===== config.mk =====
export PLATFORM = sky130hd
export DESIGN_NAME = zone_cmd_card_flat
export DESIGN_NICKNAME = d
export VERILOG_FILES = /design/src/rtl/zone_cmd_pkg.sv /design/src/rtl/zone_cmd_link.sv /design/src/rtl/zone_cmd_card.sv /design/src/flat_wrapper.sv
export VERILOG_INCLUDE_DIRS = /design/src /design/src/rtl
export SDC_FILE = /design/constraint.sdc
export NUM_CORES = 1
export LEC_CHECK = 0
export BUFFER_PORTS_ARGS = -buffer_cell sky130_fd_sc_hd__buf_4
export CORE_MARGIN = 2
export CORE_UTILIZATION = 59
export CTS_CLUSTER_DIAMETER = 100
export DETAILED_ROUTE_END_ITERATION = 8
export GPL_ROUTABILITY_DRIVEN = 0
export PLACE_DENSITY = 0.9
export SLEW_MARGIN = 20
export SYNTH_ARGS = -nofsm -noshare
export SYNTH_HDL_FRONTEND = slang
export SYNTH_SLANG_ARGS = --single-unit

===== constraint.sdc =====
create_clock -name ref_clk_i -period 4.4 [get_ports ref_clk_i]
set_clock_uncertainty 0.2 [all_clocks]
set_input_delay 0.66 -clock ref_clk_i [delete_from_list [all_inputs] [get_ports ref_clk_i]]
set_output_delay 0.66 -clock ref_clk_i [all_outputs]
set_load 0.02 [all_outputs]

===== src/rtl/zone_cmd_defines.svh =====
// constants of the active-state command link: codes, fields, status values, crc
`ifndef ZONE_CMD_DEFINES_SVH
`define ZONE_CMD_DEFINES_SVH

`define CODE_ZONE_SEL 4'h1
`define CODE_USER_RD 4'h2
`define CODE_USER_WR 4'h3
`define CODE_SYS_WR 4'h4
`define CODE_SYS_RD 4'h6
`define CODE_CRYPTO 4'h8
`define CODE_CHKSUM 4'h9
`define CODE_DESEL 4'ha
`define CODE_IDLE 4'hb
`define CODE_PWD 4'hc

`define ACK_OK 8'h00
`define ACK_FAIL 8'h01
`define ACK_FAIL_NIB 4'h1
`define STATUS_OK 8'h00
`define STATUS_PARAM_BAD 8'ha1

`define TEAR_BIT 7
`define RSVD_HI 6
`define RSVD_LO 4
`define ZONE_HI 3
`define ZONE_COUNT 5'h10
`define CNT_MAX_V1 4'h8

`define CRC_INIT 16'hffff
`define CRC_POLY 16'h8408
`define CRC_RESIDUE 16'hf0b8

`endif


===== src/rtl/zone_cmd_pkg.sv =====
// shared types and helpers of the active-state command link
`include "zone_cmd_defines.svh"
package zone_cmd_pkg;

	typedef enum logic [8:0] {
		C_IDLE = 9'h001,
		C_EXEC = 9'h002,
		C_ECHO = 9'h004,
		C_ACK = 9'h008,
		C_DATA = 9'h010,
		C_STAT = 9'h020,
		C_CRC1 = 9'h040,
		C_CRC2 = 9'h080,
		C_DONE = 9'h100
	} card_state_type;

	typedef enum logic [5:0] {
		R_IDLE = 6'h01,
		R_CMD = 6'h02,
		R_PARAM = 6'h04,
		R_CRC1 = 6'h08,
		R_CRC2 = 6'h10,
		R_WAIT = 6'h20
	} reader_state_type;

	// one byte of the type b crc, lsb first
	function automatic logic [15:0] crc_byte(input logic [15:0] crc, input logic [7:0] data);
		logic [15:0] c;
		c = crc ^ {8'h00, data};
		for (int i = 0; i < 8; i++) begin
			c = c[0] ? ((c >> 1) ^ `CRC_POLY) : (c >> 1);
		end
		return c;
	endfunction

	function automatic logic code_supported(input logic [3:0] code);
		case (code)
			`CODE_ZONE_SEL, `CODE_USER_RD, `CODE_USER_WR, `CODE_SYS_WR, `CODE_SYS_RD,
			`CODE_CRYPTO, `CODE_CHKSUM, `CODE_DESEL, `CODE_IDLE, `CODE_PWD: return 1'b1;
			default: return 1'b0;
		endcase
	endfunction

endpackage


===== src/rtl/zone_cmd_link.sv =====
// byte link between the reader and the card
`timescale 1ns/1ps
`default_nettype none
interface zone_cmd_link;
	logic req_valid;
	logic [7:0] req_data;
	logic req_last;
	logic rsp_valid;
	logic [7:0] rsp_data;
	logic rsp_last;

	modport card (input req_valid, input req_data, input req_last,
		output rsp_valid, output rsp_data, output rsp_last);
	modport reader (output req_valid, output req_data, output req_last,
		input rsp_valid, input rsp_data, input rsp_last);
endinterface
`default_nettype wire


===== src/rtl/zone_cmd_card.sv =====
// card end: command filter, zone select and common response framing
`timescale 1ns/1ps
`default_nettype none
`include "zone_cmd_defines.svh"

// Summary of operation
// - high nibble identifier, low nibble command code
// - unknown command code dropped, no reply
// - foreign identifier dropped, no reply
// - every reply holds five bytes or more
// - first reply byte echoes command byte
// - status byte then two crc bytes
// - data bytes between acknowledge and status
// - acknowledge zero ok, one general failure
// - password failure: count high, 0001 low
// - crypto failure: count high, 0001 low
// - first variant counts zero to eight
// - second variant counts to fifteen, locked
// - status gives state or first error
// - one selected zone for user access
// - reader selects zone before user access
// - tear guard holds until next successful select
// - zone select answered only when active
// - param: tear bit, three zeros, zone
// - tear bit one selects guarded writes
// - corrupted zone select frame dropped silently
// - select status 00 ok, a1 bad
// - identifier is the one assigned at activation
module zone_cmd_card (
	input wire logic ref_clk_i,
	input wire logic rst_i,
	zone_cmd_link.card link,
	input wire logic active_i,
	input wire logic [3:0] card_slot_ident_i,
	input wire logic variant_i,
	input wire logic [3:0] pwd_fail_cnt_i,
	input wire logic [3:0] auth_fail_cnt_i,
	output logic exec_start_o,
	output logic [3:0] exec_code_o,
	output logic [7:0] exec_param_o,
	input wire logic exec_done_i,
	input wire logic exec_fail_i,
	input wire logic [7:0] exec_status_i,
	input wire logic [7:0] exec_len_i,
	output logic data_req_o,
	input wire logic [7:0] data_i,
	output logic [3:0] zone_o,
	output logic zone_valid_o,
	output logic tear_guard_select_o
);

	zone_cmd_pkg::card_state_type state;
	zone_cmd_pkg::card_state_type next_state;
	logic [7:0] cmd_byte;
	logic [7:0] param_byte;
	logic [1:0] rx_cnt;
	logic [15:0] rx_crc;
	logic [15:0] next_rx_crc;
	logic frame_ok;
	logic accept;
	logic zone_param_ok;
	logic [7:0] ack_byte;
	logic [7:0] status_byte;
	logic [7:0] data_left;
	logic [15:0] tx_crc;

	// ----------------------------------------------------------------
	// receive and frame check
	// ----------------------------------------------------------------
	assign next_rx_crc = zone_cmd_pkg::crc_byte(rx_crc, link.req_data);
	// residue check covers the frame and its crc; short frames are noise
	assign frame_ok = link.req_valid && link.req_last && (rx_cnt == 2'd3)
		&& (next_rx_crc == `CRC_RESIDUE);
	assign accept = frame_ok && (state == zone_cmd_pkg::C_IDLE) && active_i
		&& (cmd_byte[7:4] == card_slot_ident_i)
		&& zone_cmd_pkg::code_supported(cmd_byte[3:0]);

	always_ff @(posedge ref_clk_i or posedge rst_i) begin
		if (rst_i) begin
			rx_cnt <= 2'd0;
			rx_crc <= `CRC_INIT;
			cmd_byte <= 8'h00;
			param_byte <= 8'h00;
		end else if (link.req_valid) begin
			if (link.req_last) begin
				rx_cnt <= 2'd0;
				rx_crc <= `CRC_INIT;
			end else begin
				if (rx_cnt == 2'd0) begin
					cmd_byte <= link.req_data;
				end
				if (rx_cnt == 2'd1) begin
					param_byte <= link.req_data;
				end
				if (rx_cnt != 2'd3) begin
					rx_cnt <= rx_cnt + 2'd1;
				end
				rx_crc <= next_rx_crc;
			end
		end
	end

	// ----------------------------------------------------------------
	// zone select
	// ----------------------------------------------------------------
	// reserved bits must be zero and the zone must exist
	assign zone_param_ok = (param_byte[`RSVD_HI:`RSVD_LO] == 3'd0)
		&& ({1'b0, param_byte[`ZONE_HI:0]} < `ZONE_COUNT);

	always_ff @(posedge ref_clk_i or posedge rst_i) begin
		if (rst_i) begin
			zone_o <= 4'h0;
			zone_valid_o <= 1'b0;
			tear_guard_select_o <= 1'b0;
		end else if (accept && (cmd_byte[3:0] == `CODE_ZONE_SEL) && zone_param_ok) begin
			zone_o <= param_byte[`ZONE_HI:0];
			zone_valid_o <= 1'b1;
			tear_guard_select_o <= param_byte[`TEAR_BIT];
		end
	end

	// ----------------------------------------------------------------
	// command dispatch to the user side
	// ----------------------------------------------------------------
	always_ff @(posedge ref_clk_i or posedge rst_i) begin
		if (rst_i) begin
			exec_start_o <= 1'b0;
			exec_code_o <= 4'h0;
			exec_param_o <= 8'h00;
		end else begin
			exec_start_o <= accept && (cmd_byte[3:0] != `CODE_ZONE_SEL);
			if (accept) begin
				exec_code_o <= cmd_byte[3:0];
				exec_param_o <= param_byte;
			end
		end
	end

	// attempts count, clamped to what the variant can show
	function automatic logic [7:0] fail_ack(input logic [3:0] cnt, input logic v2);
		logic [3:0] c;
		c = (!v2 && (cnt > `CNT_MAX_V1)) ? `CNT_MAX_V1 : cnt;
		return {c, `ACK_FAIL_NIB};
	endfunction

	// ----------------------------------------------------------------
	// outcome latch
	// ----------------------------------------------------------------
	always_ff @(posedge ref_clk_i or posedge rst_i) begin
		if (rst_i) begin
			ack_byte <= `ACK_OK;
			status_byte <= `STATUS_OK;
			data_left <= 8'h00;
		end else if (accept && (cmd_byte[3:0] == `CODE_ZONE_SEL)) begin
			ack_byte <= zone_param_ok ? `ACK_OK : `ACK_FAIL;
			status_byte <= zone_param_ok ? `STATUS_OK : `STATUS_PARAM_BAD;
			data_left <= 8'h00;
		end else if (state == zone_cmd_pkg::C_EXEC && exec_done_i) begin
			// status comes from the executor, which reports only its first error
			status_byte <= exec_status_i;
			data_left <= exec_len_i;
			if (!exec_fail_i) begin
				ack_byte <= `ACK_OK;
			end else if (exec_code_o == `CODE_PWD) begin
				ack_byte <= fail_ack(pwd_fail_cnt_i, variant_i);
			end else if (exec_code_o == `CODE_CRYPTO) begin
				ack_byte <= fail_ack(auth_fail_cnt_i, variant_i);
			end else begin
				ack_byte <= `ACK_FAIL;
			end
		end else if (data_req_o) begin
			data_left <= data_left - 8'h01;
		end
	end

	// ----------------------------------------------------------------
	// sequencer
	// ----------------------------------------------------------------
	assign data_req_o = (state == zone_cmd_pkg::C_DATA);

	always_comb begin
		next_state = state;
		case (state)
			zone_cmd_pkg::C_IDLE: begin
				if (accept) begin
					next_state = (cmd_byte[3:0] == `CODE_ZONE_SEL) ? zone_cmd_pkg::C_ECHO : zone_cmd_pkg::C_EXEC;
				end
			end
			zone_cmd_pkg::C_EXEC: begin
				if (exec_done_i) begin
					next_state = zone_cmd_pkg::C_ECHO;
				end
			end
			zone_cmd_pkg::C_ECHO: next_state = zone_cmd_pkg::C_ACK;
			zone_cmd_pkg::C_ACK: begin
				next_state = (data_left != 8'h00) ? zone_cmd_pkg::C_DATA : zone_cmd_pkg::C_STAT;
			end
			zone_cmd_pkg::C_DATA: begin
				if (data_left == 8'h01) begin
					next_state = zone_cmd_pkg::C_STAT;
				end
			end
			zone_cmd_pkg::C_STAT: next_state = zone_cmd_pkg::C_CRC1;
			zone_cmd_pkg::C_CRC1: next_state = zone_cmd_pkg::C_CRC2;
			zone_cmd_pkg::C_CRC2: next_state = zone_cmd_pkg::C_DONE;
			zone_cmd_pkg::C_DONE: next_state = zone_cmd_pkg::C_IDLE;
			default: next_state = zone_cmd_pkg::C_IDLE;
		endcase
	end

	always_ff @(posedge ref_clk_i or posedge rst_i) begin
		if (rst_i) begin
			state <= zone_cmd_pkg::C_IDLE;
		end else begin
			state <= next_state;
		end
	end

	// ----------------------------------------------------------------
	// response bytes, registered one cycle behind the sequencer
	// ----------------------------------------------------------------
	always_ff @(posedge ref_clk_i or posedge rst_i) begin
		if (rst_i) begin
			link.rsp_valid <= 1'b0;
			link.rsp_data <= 8'h00;
			link.rsp_last <= 1'b0;
			tx_crc <= `CRC_INIT;
		end else begin
			link.rsp_valid <= 1'b0;
			link.rsp_last <= 1'b0;
			case (state)
				zone_cmd_pkg::C_ECHO: begin
					link.rsp_valid <= 1'b1;
					link.rsp_data <= cmd_byte;
					tx_crc <= zone_cmd_pkg::crc_byte(`CRC_INIT, cmd_byte);
				end
				zone_cmd_pkg::C_ACK: begin
					link.rsp_valid <= 1'b1;
					link.rsp_data <= ack_byte;
					tx_crc <= zone_cmd_pkg::crc_byte(tx_crc, ack_byte);
				end
				zone_cmd_pkg::C_DATA: begin
					link.rsp_valid <= 1'b1;
					link.rsp_data <= data_i;
					tx_crc <= zone_cmd_pkg::crc_byte(tx_crc, data_i);
				end
				zone_cmd_pkg::C_STAT: begin
					link.rsp_valid <= 1'b1;
					link.rsp_data <= status_byte;
					tx_crc <= zone_cmd_pkg::crc_byte(tx_crc, status_byte);
				end
				zone_cmd_pkg::C_CRC1: begin
					link.rsp_valid <= 1'b1;
					link.rsp_data <= ~tx_crc[7:0];
				end
				zone_cmd_pkg::C_CRC2: begin
					// echo, ack, status and two crc bytes give five at least
					link.rsp_valid <= 1'b1;
					link.rsp_data <= ~tx_crc[15:8];
					link.rsp_last <= 1'b1;
				end
				default: begin
				end
			endcase
		end
	end

endmodule
`default_nettype wire


===== src/flat_wrapper.sv =====
// flat-port wrapper written by rule: the top's interface ports become plain ports
module zone_cmd_card_flat 
  (ref_clk_i, rst_i, active_i, card_slot_ident_i, variant_i, pwd_fail_cnt_i, auth_fail_cnt_i, exec_start_o, exec_code_o, exec_param_o, exec_done_i, exec_fail_i, exec_status_i, exec_len_i, data_req_o, data_i, zone_o, zone_valid_o, tear_guard_select_o, link_req_valid, link_req_data, link_req_last, link_rsp_valid, link_rsp_data, link_rsp_last);
  zone_cmd_link link_i ();
  input wire logic ref_clk_i;
  input wire logic rst_i;
  input wire logic active_i;
  input wire logic [3:0] card_slot_ident_i;
  input wire logic variant_i;
  input wire logic [3:0] pwd_fail_cnt_i;
  input wire logic [3:0] auth_fail_cnt_i;
  output logic exec_start_o;
  output logic [3:0] exec_code_o;
  output logic [7:0] exec_param_o;
  input wire logic exec_done_i;
  input wire logic exec_fail_i;
  input wire logic [7:0] exec_status_i;
  input wire logic [7:0] exec_len_i;
  output logic data_req_o;
  input wire logic [7:0] data_i;
  output logic [3:0] zone_o;
  output logic zone_valid_o;
  output logic tear_guard_select_o;
  input wire logic [$bits(link_i.req_valid)-1:0] link_req_valid;
  input wire logic [$bits(link_i.req_data)-1:0] link_req_data;
  input wire logic [$bits(link_i.req_last)-1:0] link_req_last;
  output wire logic [$bits(link_i.rsp_valid)-1:0] link_rsp_valid;
  output wire logic [$bits(link_i.rsp_data)-1:0] link_rsp_data;
  output wire logic [$bits(link_i.rsp_last)-1:0] link_rsp_last;
  assign link_i.req_valid = link_req_valid;
  assign link_i.req_data = link_req_data;
  assign link_i.req_last = link_req_last;
  assign link_rsp_valid = link_i.rsp_valid;
  assign link_rsp_data = link_i.rsp_data;
  assign link_rsp_last = link_i.rsp_last;
  zone_cmd_card u_core (.ref_clk_i(ref_clk_i), .rst_i(rst_i), .link(link_i), .active_i(active_i), .card_slot_ident_i(card_slot_ident_i), .variant_i(variant_i), .pwd_fail_cnt_i(pwd_fail_cnt_i), .auth_fail_cnt_i(auth_fail_cnt_i), .exec_start_o(exec_start_o), .exec_code_o(exec_code_o), .exec_param_o(exec_param_o), .exec_done_i(exec_done_i), .exec_fail_i(exec_fail_i), .exec_status_i(exec_status_i), .exec_len_i(exec_len_i), .data_req_o(data_req_o), .data_i(data_i), .zone_o(zone_o), .zone_valid_o(zone_valid_o), .tear_guard_select_o(tear_guard_select_o));
endmodule

======== Word-level counts from Yosys, hierarchy flattened ========
Memory sizes are Yosys's and may differ from the RTL's.
Cells that the tools add are included.
storage, ports and cells
  word-level logic and storage cells ...... 186
  bits in read-only memories .............. 16
  bits of input ports ..................... 52
  memories kept ........................... 1
  register bits ........................... 112
cells by class
  add/sub/neg operators ................... 2
  equality and inequality tests ........... 21
  reduce and logical (&&, ||, !) cells .... 27
  bitwise operators ....................... 48
  muxes and demuxes ....................... 67
  order comparisons ....................... 2
memories
  memory           words  width  read ports  clocked after Yosys merged registers in  write ports  line                text
  (no name shown)  16     1      1           0                                        0            zone_cmd_pkg.sv:37  case (code)
operators with widths
  cell                                            count
  2-to-1 mux 16 bit                               41
  NOT 2 -> 3 bit                                  40
  2-to-1 mux 8 bit                                11
  case mux 9 bit (8 select lines)                 1
  case mux 16 bit (4 select lines)                1
  XOR 16 x 8 -> 16 bit                            4
  case mux 8 bit (6 select lines)                 1
  2-to-1 mux 9 bit                                3
  == test 16 bit (second input constant)          1
  NOT 8 -> 16 bit                                 1
  NOT 8 bit                                       2
  logical AND 1 bit                               13
  == test 9 x 1 -> 1 bit (second input constant)  1
  == test 9 x 2 -> 1 bit (second input constant)  1
  == test 9 x 3 -> 1 bit (second input constant)  1
  == test 9 x 4 -> 1 bit (second input constant)  1
  == test 9 x 5 -> 1 bit (second input constant)  1
  == test 9 x 6 -> 1 bit (second input constant)  1
  == test 9 x 7 -> 1 bit (second input constant)  1
  == test 9 x 8 -> 1 bit (second input constant)  1
  AND reduction 3 bit                             3
  == test 4 bit (second input constant)           2
  == test 8 x 1 -> 1 bit (second input constant)  1
  > comparator 4 bit (second input constant)      2
  other kinds (25)                                32

======== Depth between registers and ports, before layout ========
  depth in word-level cells ............... 25
  gate-level depth with buffers ........... 10
  gate-level depth less buffers ........... 8

======== Least setup slack after synthesis ========
No wires, ideal clock.
  path kind ............................... input port to flip-flop
  start point ............................. in link_req_data[1]
  end point ............................... reg u_core.exec_code_o[0]
  buffers on the path ..................... 2
  required time ........................... 4.075 ns
  setup slack ............................. 1.659 ns
  setup time .............................. 0.125 ns
  cell stages on the path ................. 8
  data arrival time ....................... 2.416 ns
  path through ............................ xnor2_1 or4b_4 nor4_4 nor2b_1 and4b_1 buf_6 buf_12 mux2_4
on the way
  cells in the longest elaborated chain, start to end .. 16
ends and longest elaborated chain
  what                                line                  text
  from (decl)                         flat_wrapper.sv:25    input wire logic [$bits(link_i.req_data)-1:0] link_req_data;
  XOR 16 x 8 -> 16 bit (*)            zone_cmd_pkg.sv:29    c = crc ^ {8'h00, data};
  2-to-1 mux 16 bit (*) (6 in a row)  zone_cmd_pkg.sv:31    c = c[0] ? ((c >> 1) ^ `CRC_POLY) : (c >> 1);
  NOT 2 -> 3 bit (no line)            n/a
  2-to-1 mux 16 bit (*) (2 in a row)  zone_cmd_pkg.sv:31
  == test 16 bit (no line) (*)        n/a
  logical AND 1 bit (*)               zone_cmd_card.sv:72   assign frame_ok = link.req_valid && link.req_last && (rx_cnt == 2'd3)
  logical AND 1 bit (*) (2 in a row)  zone_cmd_card.sv:74   assign accept = frame_ok && (state == zone_cmd_pkg::C_IDLE) && active_i
  logical AND 1 bit (*)               zone_cmd_card.sv:75   && (cmd_byte[7:4] == card_slot_ident_i)
  logical AND 1 bit (*)               zone_cmd_card.sv:76   && zone_cmd_pkg::code_supported(cmd_byte[3:0]);
  to (signal assigned)                zone_cmd_card.sv:133  exec_code_o <= cmd_byte[3:0];
  to (decl)                           zone_cmd_card.sv:39   output logic [3:0] exec_code_o,
Every way passes the cells marked *; elsewhere a longest branch is shown, timed or not.
A chain may end at the register's enable or synchronous reset.

======== Worst setup path in the final report ========
  start point ............................. reg u_core.state[4]
  end point ............................... reg u_core.exec_param_o[6]
on the way
  cells in the longest elaborated chain, start to end .. 5
ends and longest elaborated chain
  what                            line                  text
  from (decl)                     zone_cmd_card.sv:52   zone_cmd_pkg::card_state_type state;
  from (signal assigned)          zone_cmd_card.sv:213  state <= zone_cmd_pkg::C_IDLE;
  from (signal assigned)          zone_cmd_card.sv:215  state <= next_state;
  == test 9 x 1 -> 1 bit          zone_cmd_card.sv:74
  logical AND 1 bit (2 in a row)  zone_cmd_card.sv:74
  logical AND 1 bit               zone_cmd_card.sv:75
  logical AND 1 bit               zone_cmd_card.sv:76
  to (signal assigned)            zone_cmd_card.sv:134  exec_param_o <= param_byte;
  to (decl)                       zone_cmd_card.sv:40   output logic [7:0] exec_param_o,
No other way between the ends.

==> impl_metrics.csv <==
group,metric,value,unit
drt,detailroute.via_count,5247,
clock_network,cts-htree-levels,3,
layout,fin_util,69.96,%
power_and_ir_drop,pwr_density_cell,581.8,mW/mm^2
setup_path,worst_setup_path_start_kind,"flop",
layout,final_nets,739,
power_and_ir_drop,p_leak,0.003279,uW
layout,post-route-cell-area,0.007287,mm^2
layout,layout.area.seq,0.002769,mm^2
yosys,number_of_standard_cells_after_synthesis,613,
drt,drc_errors,0,
timing,timing.slew.headroom,38.04,%
die,placementRows,37,
clock_network,cts_tree,"yes",
die,dieArea,0.01165,mm^2
die,io_pins,82,
layout,layout.cells.most_common_list,"buf_4, dfrtp_1, xnor2_1, nor2_1, nand2_1",
layout,multi_input_comb_area,0.003398,mm^2
die,initial_utilization,61.20,%
drt,drt_iter0_drc,409,
global_routing,gr-total-overflow,0,
layout,layout.filler_cells,757,
timing,unrepaired_setup_endpoints_after_global_routing,"no",
timing,holdWs,278.2,ps
placement,post_placement_worst_setup_slack,844.0,ps
yosys,synth_top_cell_by_area,"dfrtp_1",
clock_network,worst_skew_pair.late_latency,390,ps
timing,final.min_clock_period,3345,ps
yosys,syn_area_per_cell,10.40,um^2
timing,setup_viol,0,
timing,highest_clock_frequency_the_design_can_meet,0.2989,GHz
clock_network,clock_sink_count,109,
clock_network,clockBufferDepth,2,
job,maxCapViolCount,0,
setup_path,critPathArrivalTime,3420,ps
placement,port-buffer-count,81,
yosys,netlist_top_cells_area,"dfrtp_1, dfstp_2, xnor2_1",
yosys,yosys.cell_types.count,68,
yosys,ys_ff_latch,109,
global_routing,number_of_global_route_vias_before_repair,5269,
yosys,synth_enable_flop_cells,0,
yosys,synth_top_flop_cell,"dfrtp_1",
clock_network,post_cts.resized_instances,0,
drt,viasPerCell,6.375,
timing,timing.final.hold_violations,0,
placement,dpl_cell_area,0.007068,mm^2
setup_path,critical_path.max_fanout,15,
die,die_y,107.9,um
clock_network,cts_buffers,9,
timing,fin_ws,1055,ps
timing,worst_slew_pin_slew,922.3,ps
setup_path,setup.worst_path.end_class,"flop",
setup_path,worstPathRequired,4480,ps
global_routing,grt_antenna_before_repair,0,
die,die-width,107.9,um
drt,drt_pass1_iterations,5,
hold_path,hp-class,"flop to flop",
die,placeableCoreArea,0.01042,mm^2
global_routing,grt_start_max_net_pins,52,
clock_network,ctsRootBufferMaster,"clkbuf_8",
global_routing,track_usage,29.45,%
global_routing,first_pass_grt_wire_length,26.36,mm
power_and_ir_drop,max-vdd-ir-drop,442.1,uV
setup_path,crit_type,"flop to flop",
clock_network,clkTransAtPathRegs,100,ps
layout,flow.area_growth_from_synthesis,14.31,%
yosys,yosysTopAreaCellShare,29.83,%
drt,routed_wl,16.69,mm
yosys,synth_warnings,0,
yosys,synth_nets,670,
layout,drive_above_1_share,27.80,%
yosys,ys_seq_area_share,43.43,%
clock_network,cts_setup_buffers,0,
layout,n_antenna_cell,0,
layout,final_common_cell,"buf_4",
timing,fin_tns_setup,0,ps
yosys,synth-async-reset-ratio,100.0,%
drt,wl_per_cell,20.28,um
timing,fin_crit_sh,76.03,%
run_status,status,"finished, final reports clean",
drt,detail-route-antenna-nets,0,
placement,hpwl,12.04,mm
timing,report.final.slew_viol_count,0,
yosys,post_synth_instance_area,0.006375,mm^2
stage by stage:
stage	cells	power (uW)
floorplan	613	3087
global placement	806	3452
detailed placement	806	3555
CTS	823	4212
global route	823	4447
finish	823	4240
critical path, cell delays in order (launching register included):
cell and delay [ps]:
dfrtp_1 570, nor4_4 620, nand4_4 210, nor4b_1 400, and4b_1 820, mux2_2 420
state kept, by name (all words and copies together) (netlist names), 2 cells and up:
name	flops
u_core.status_byte	8
u_core.rx_cnt	2
u_core.state	9
u_core.ack_byte	5
u_core.rx_crc	16
u_core.param_byte	8
u_core.link.rsp_data	8
u_core.data_left	8
u_core.cmd_byte	8
u_core.tx_crc	16
u_core.exec_code_o	4
u_core.exec_param_o	8
u_core.zone_o	4
final timing paths:
path,slack (ps),end,from,depth (start not counted)
setup / recovery,1050,u_core.exec_param_o[6],u_core.state[4],5
hold / removal,280,u_core.zone_valid_o,u_core.zone_valid_o,1
setup reg to reg,1050,u_core.exec_param_o[6],u_core.state[4],5
hold reg to reg,280,u_core.zone_valid_o,u_core.zone_valid_o,1
max in group asynchronous,2570,u_core.state[8],rst_i,4
min in group asynchronous,540,u_core.zone_valid_o,rst_i,3
cell usage after synthesis (3+ instances only):
master / instances
a211oi_1: 7
o31ai_1: 7
inv_1: 13
nor2b_1: 10
o211ai_1: 4
o22a_1: 10
a21boi_1: 4
xor3_1: 3
a21oi_1: 27
nand2b_1: 8
nand3b_1: 6
ha_1: 5
mux2i_1: 17
o22ai_1: 13
o21ai_0: 21
nand3_1: 6
dfrtp_1: 76
nand2_1: 37
mux2_4: 8
or3_1: 4
nor3_1: 9
clkbuf_1: 25
a211o_1: 7
xor2_1: 33
dfstp_2: 33
nor4b_1: 3
nor4_1: 7
a22oi_1: 12
buf_2: 6
nor3b_1: 3
mux2_2: 24
nor2_1: 55
xnor2_1: 56
nand4_1: 8
metal layers:
| layer | up-vias | share of wire (%) | GRT usage (%) |
|---|---|---|---|
| li1 | 2325 | - | - |
| met1 | 2550 | 38 | 35.14 |
| met2 | 294 | 50 | 50.45 |
| met3 | 78 | 8.1 | 6.209 |
| met4 | 0 | 4.5 | 14.84 |
| met5 | - | 0 | 0 |
power by group:
part           total, uW  internal [uW]  switching [uW]  leakage, uW
combinational       1780            885             897      0.00185
clock                646            273             372     0.000108
sequential          1810           1380             427      0.00132
total               4240           2540            1700      0.00328
area by class of cell:
| class | instances | area share, % |
|---|---|---|
| flip-flops and latches | 109 | 38.00 |
| clock buffers | 9 | 1.700 |
| well taps | 136 | 2.335 |
| inverters | 14 | 0.7555 |
| repair buffers | 91 | 9.409 |
| clock inverters | 7 | 1.168 |
| multi-input cells | 457 | 46.63 |
logic make-up (layout without fill, tap and decap cells):
logic type	after synthesis	in the layout	share of synthesized area, %
buffers and inverters	47	121	3.258
muxes	51	51	9.146
AOI/OAI and AO/OA	126	126	13.44
xor gates and xnor gates	94	94	13.95
adders and majority gates	5	5	0.9814
and+or+nand+nor	181	181	15.78
DFF	109	109	43.43
what timing repair did:
action / 4_1_cts / 5_1_grt
hold buffers: 1 / 0
endpoints found under the hold margin: 9 / 0
endpoints found under the setup margin: 0 / 0
Power figures use the tool's default switching activity.
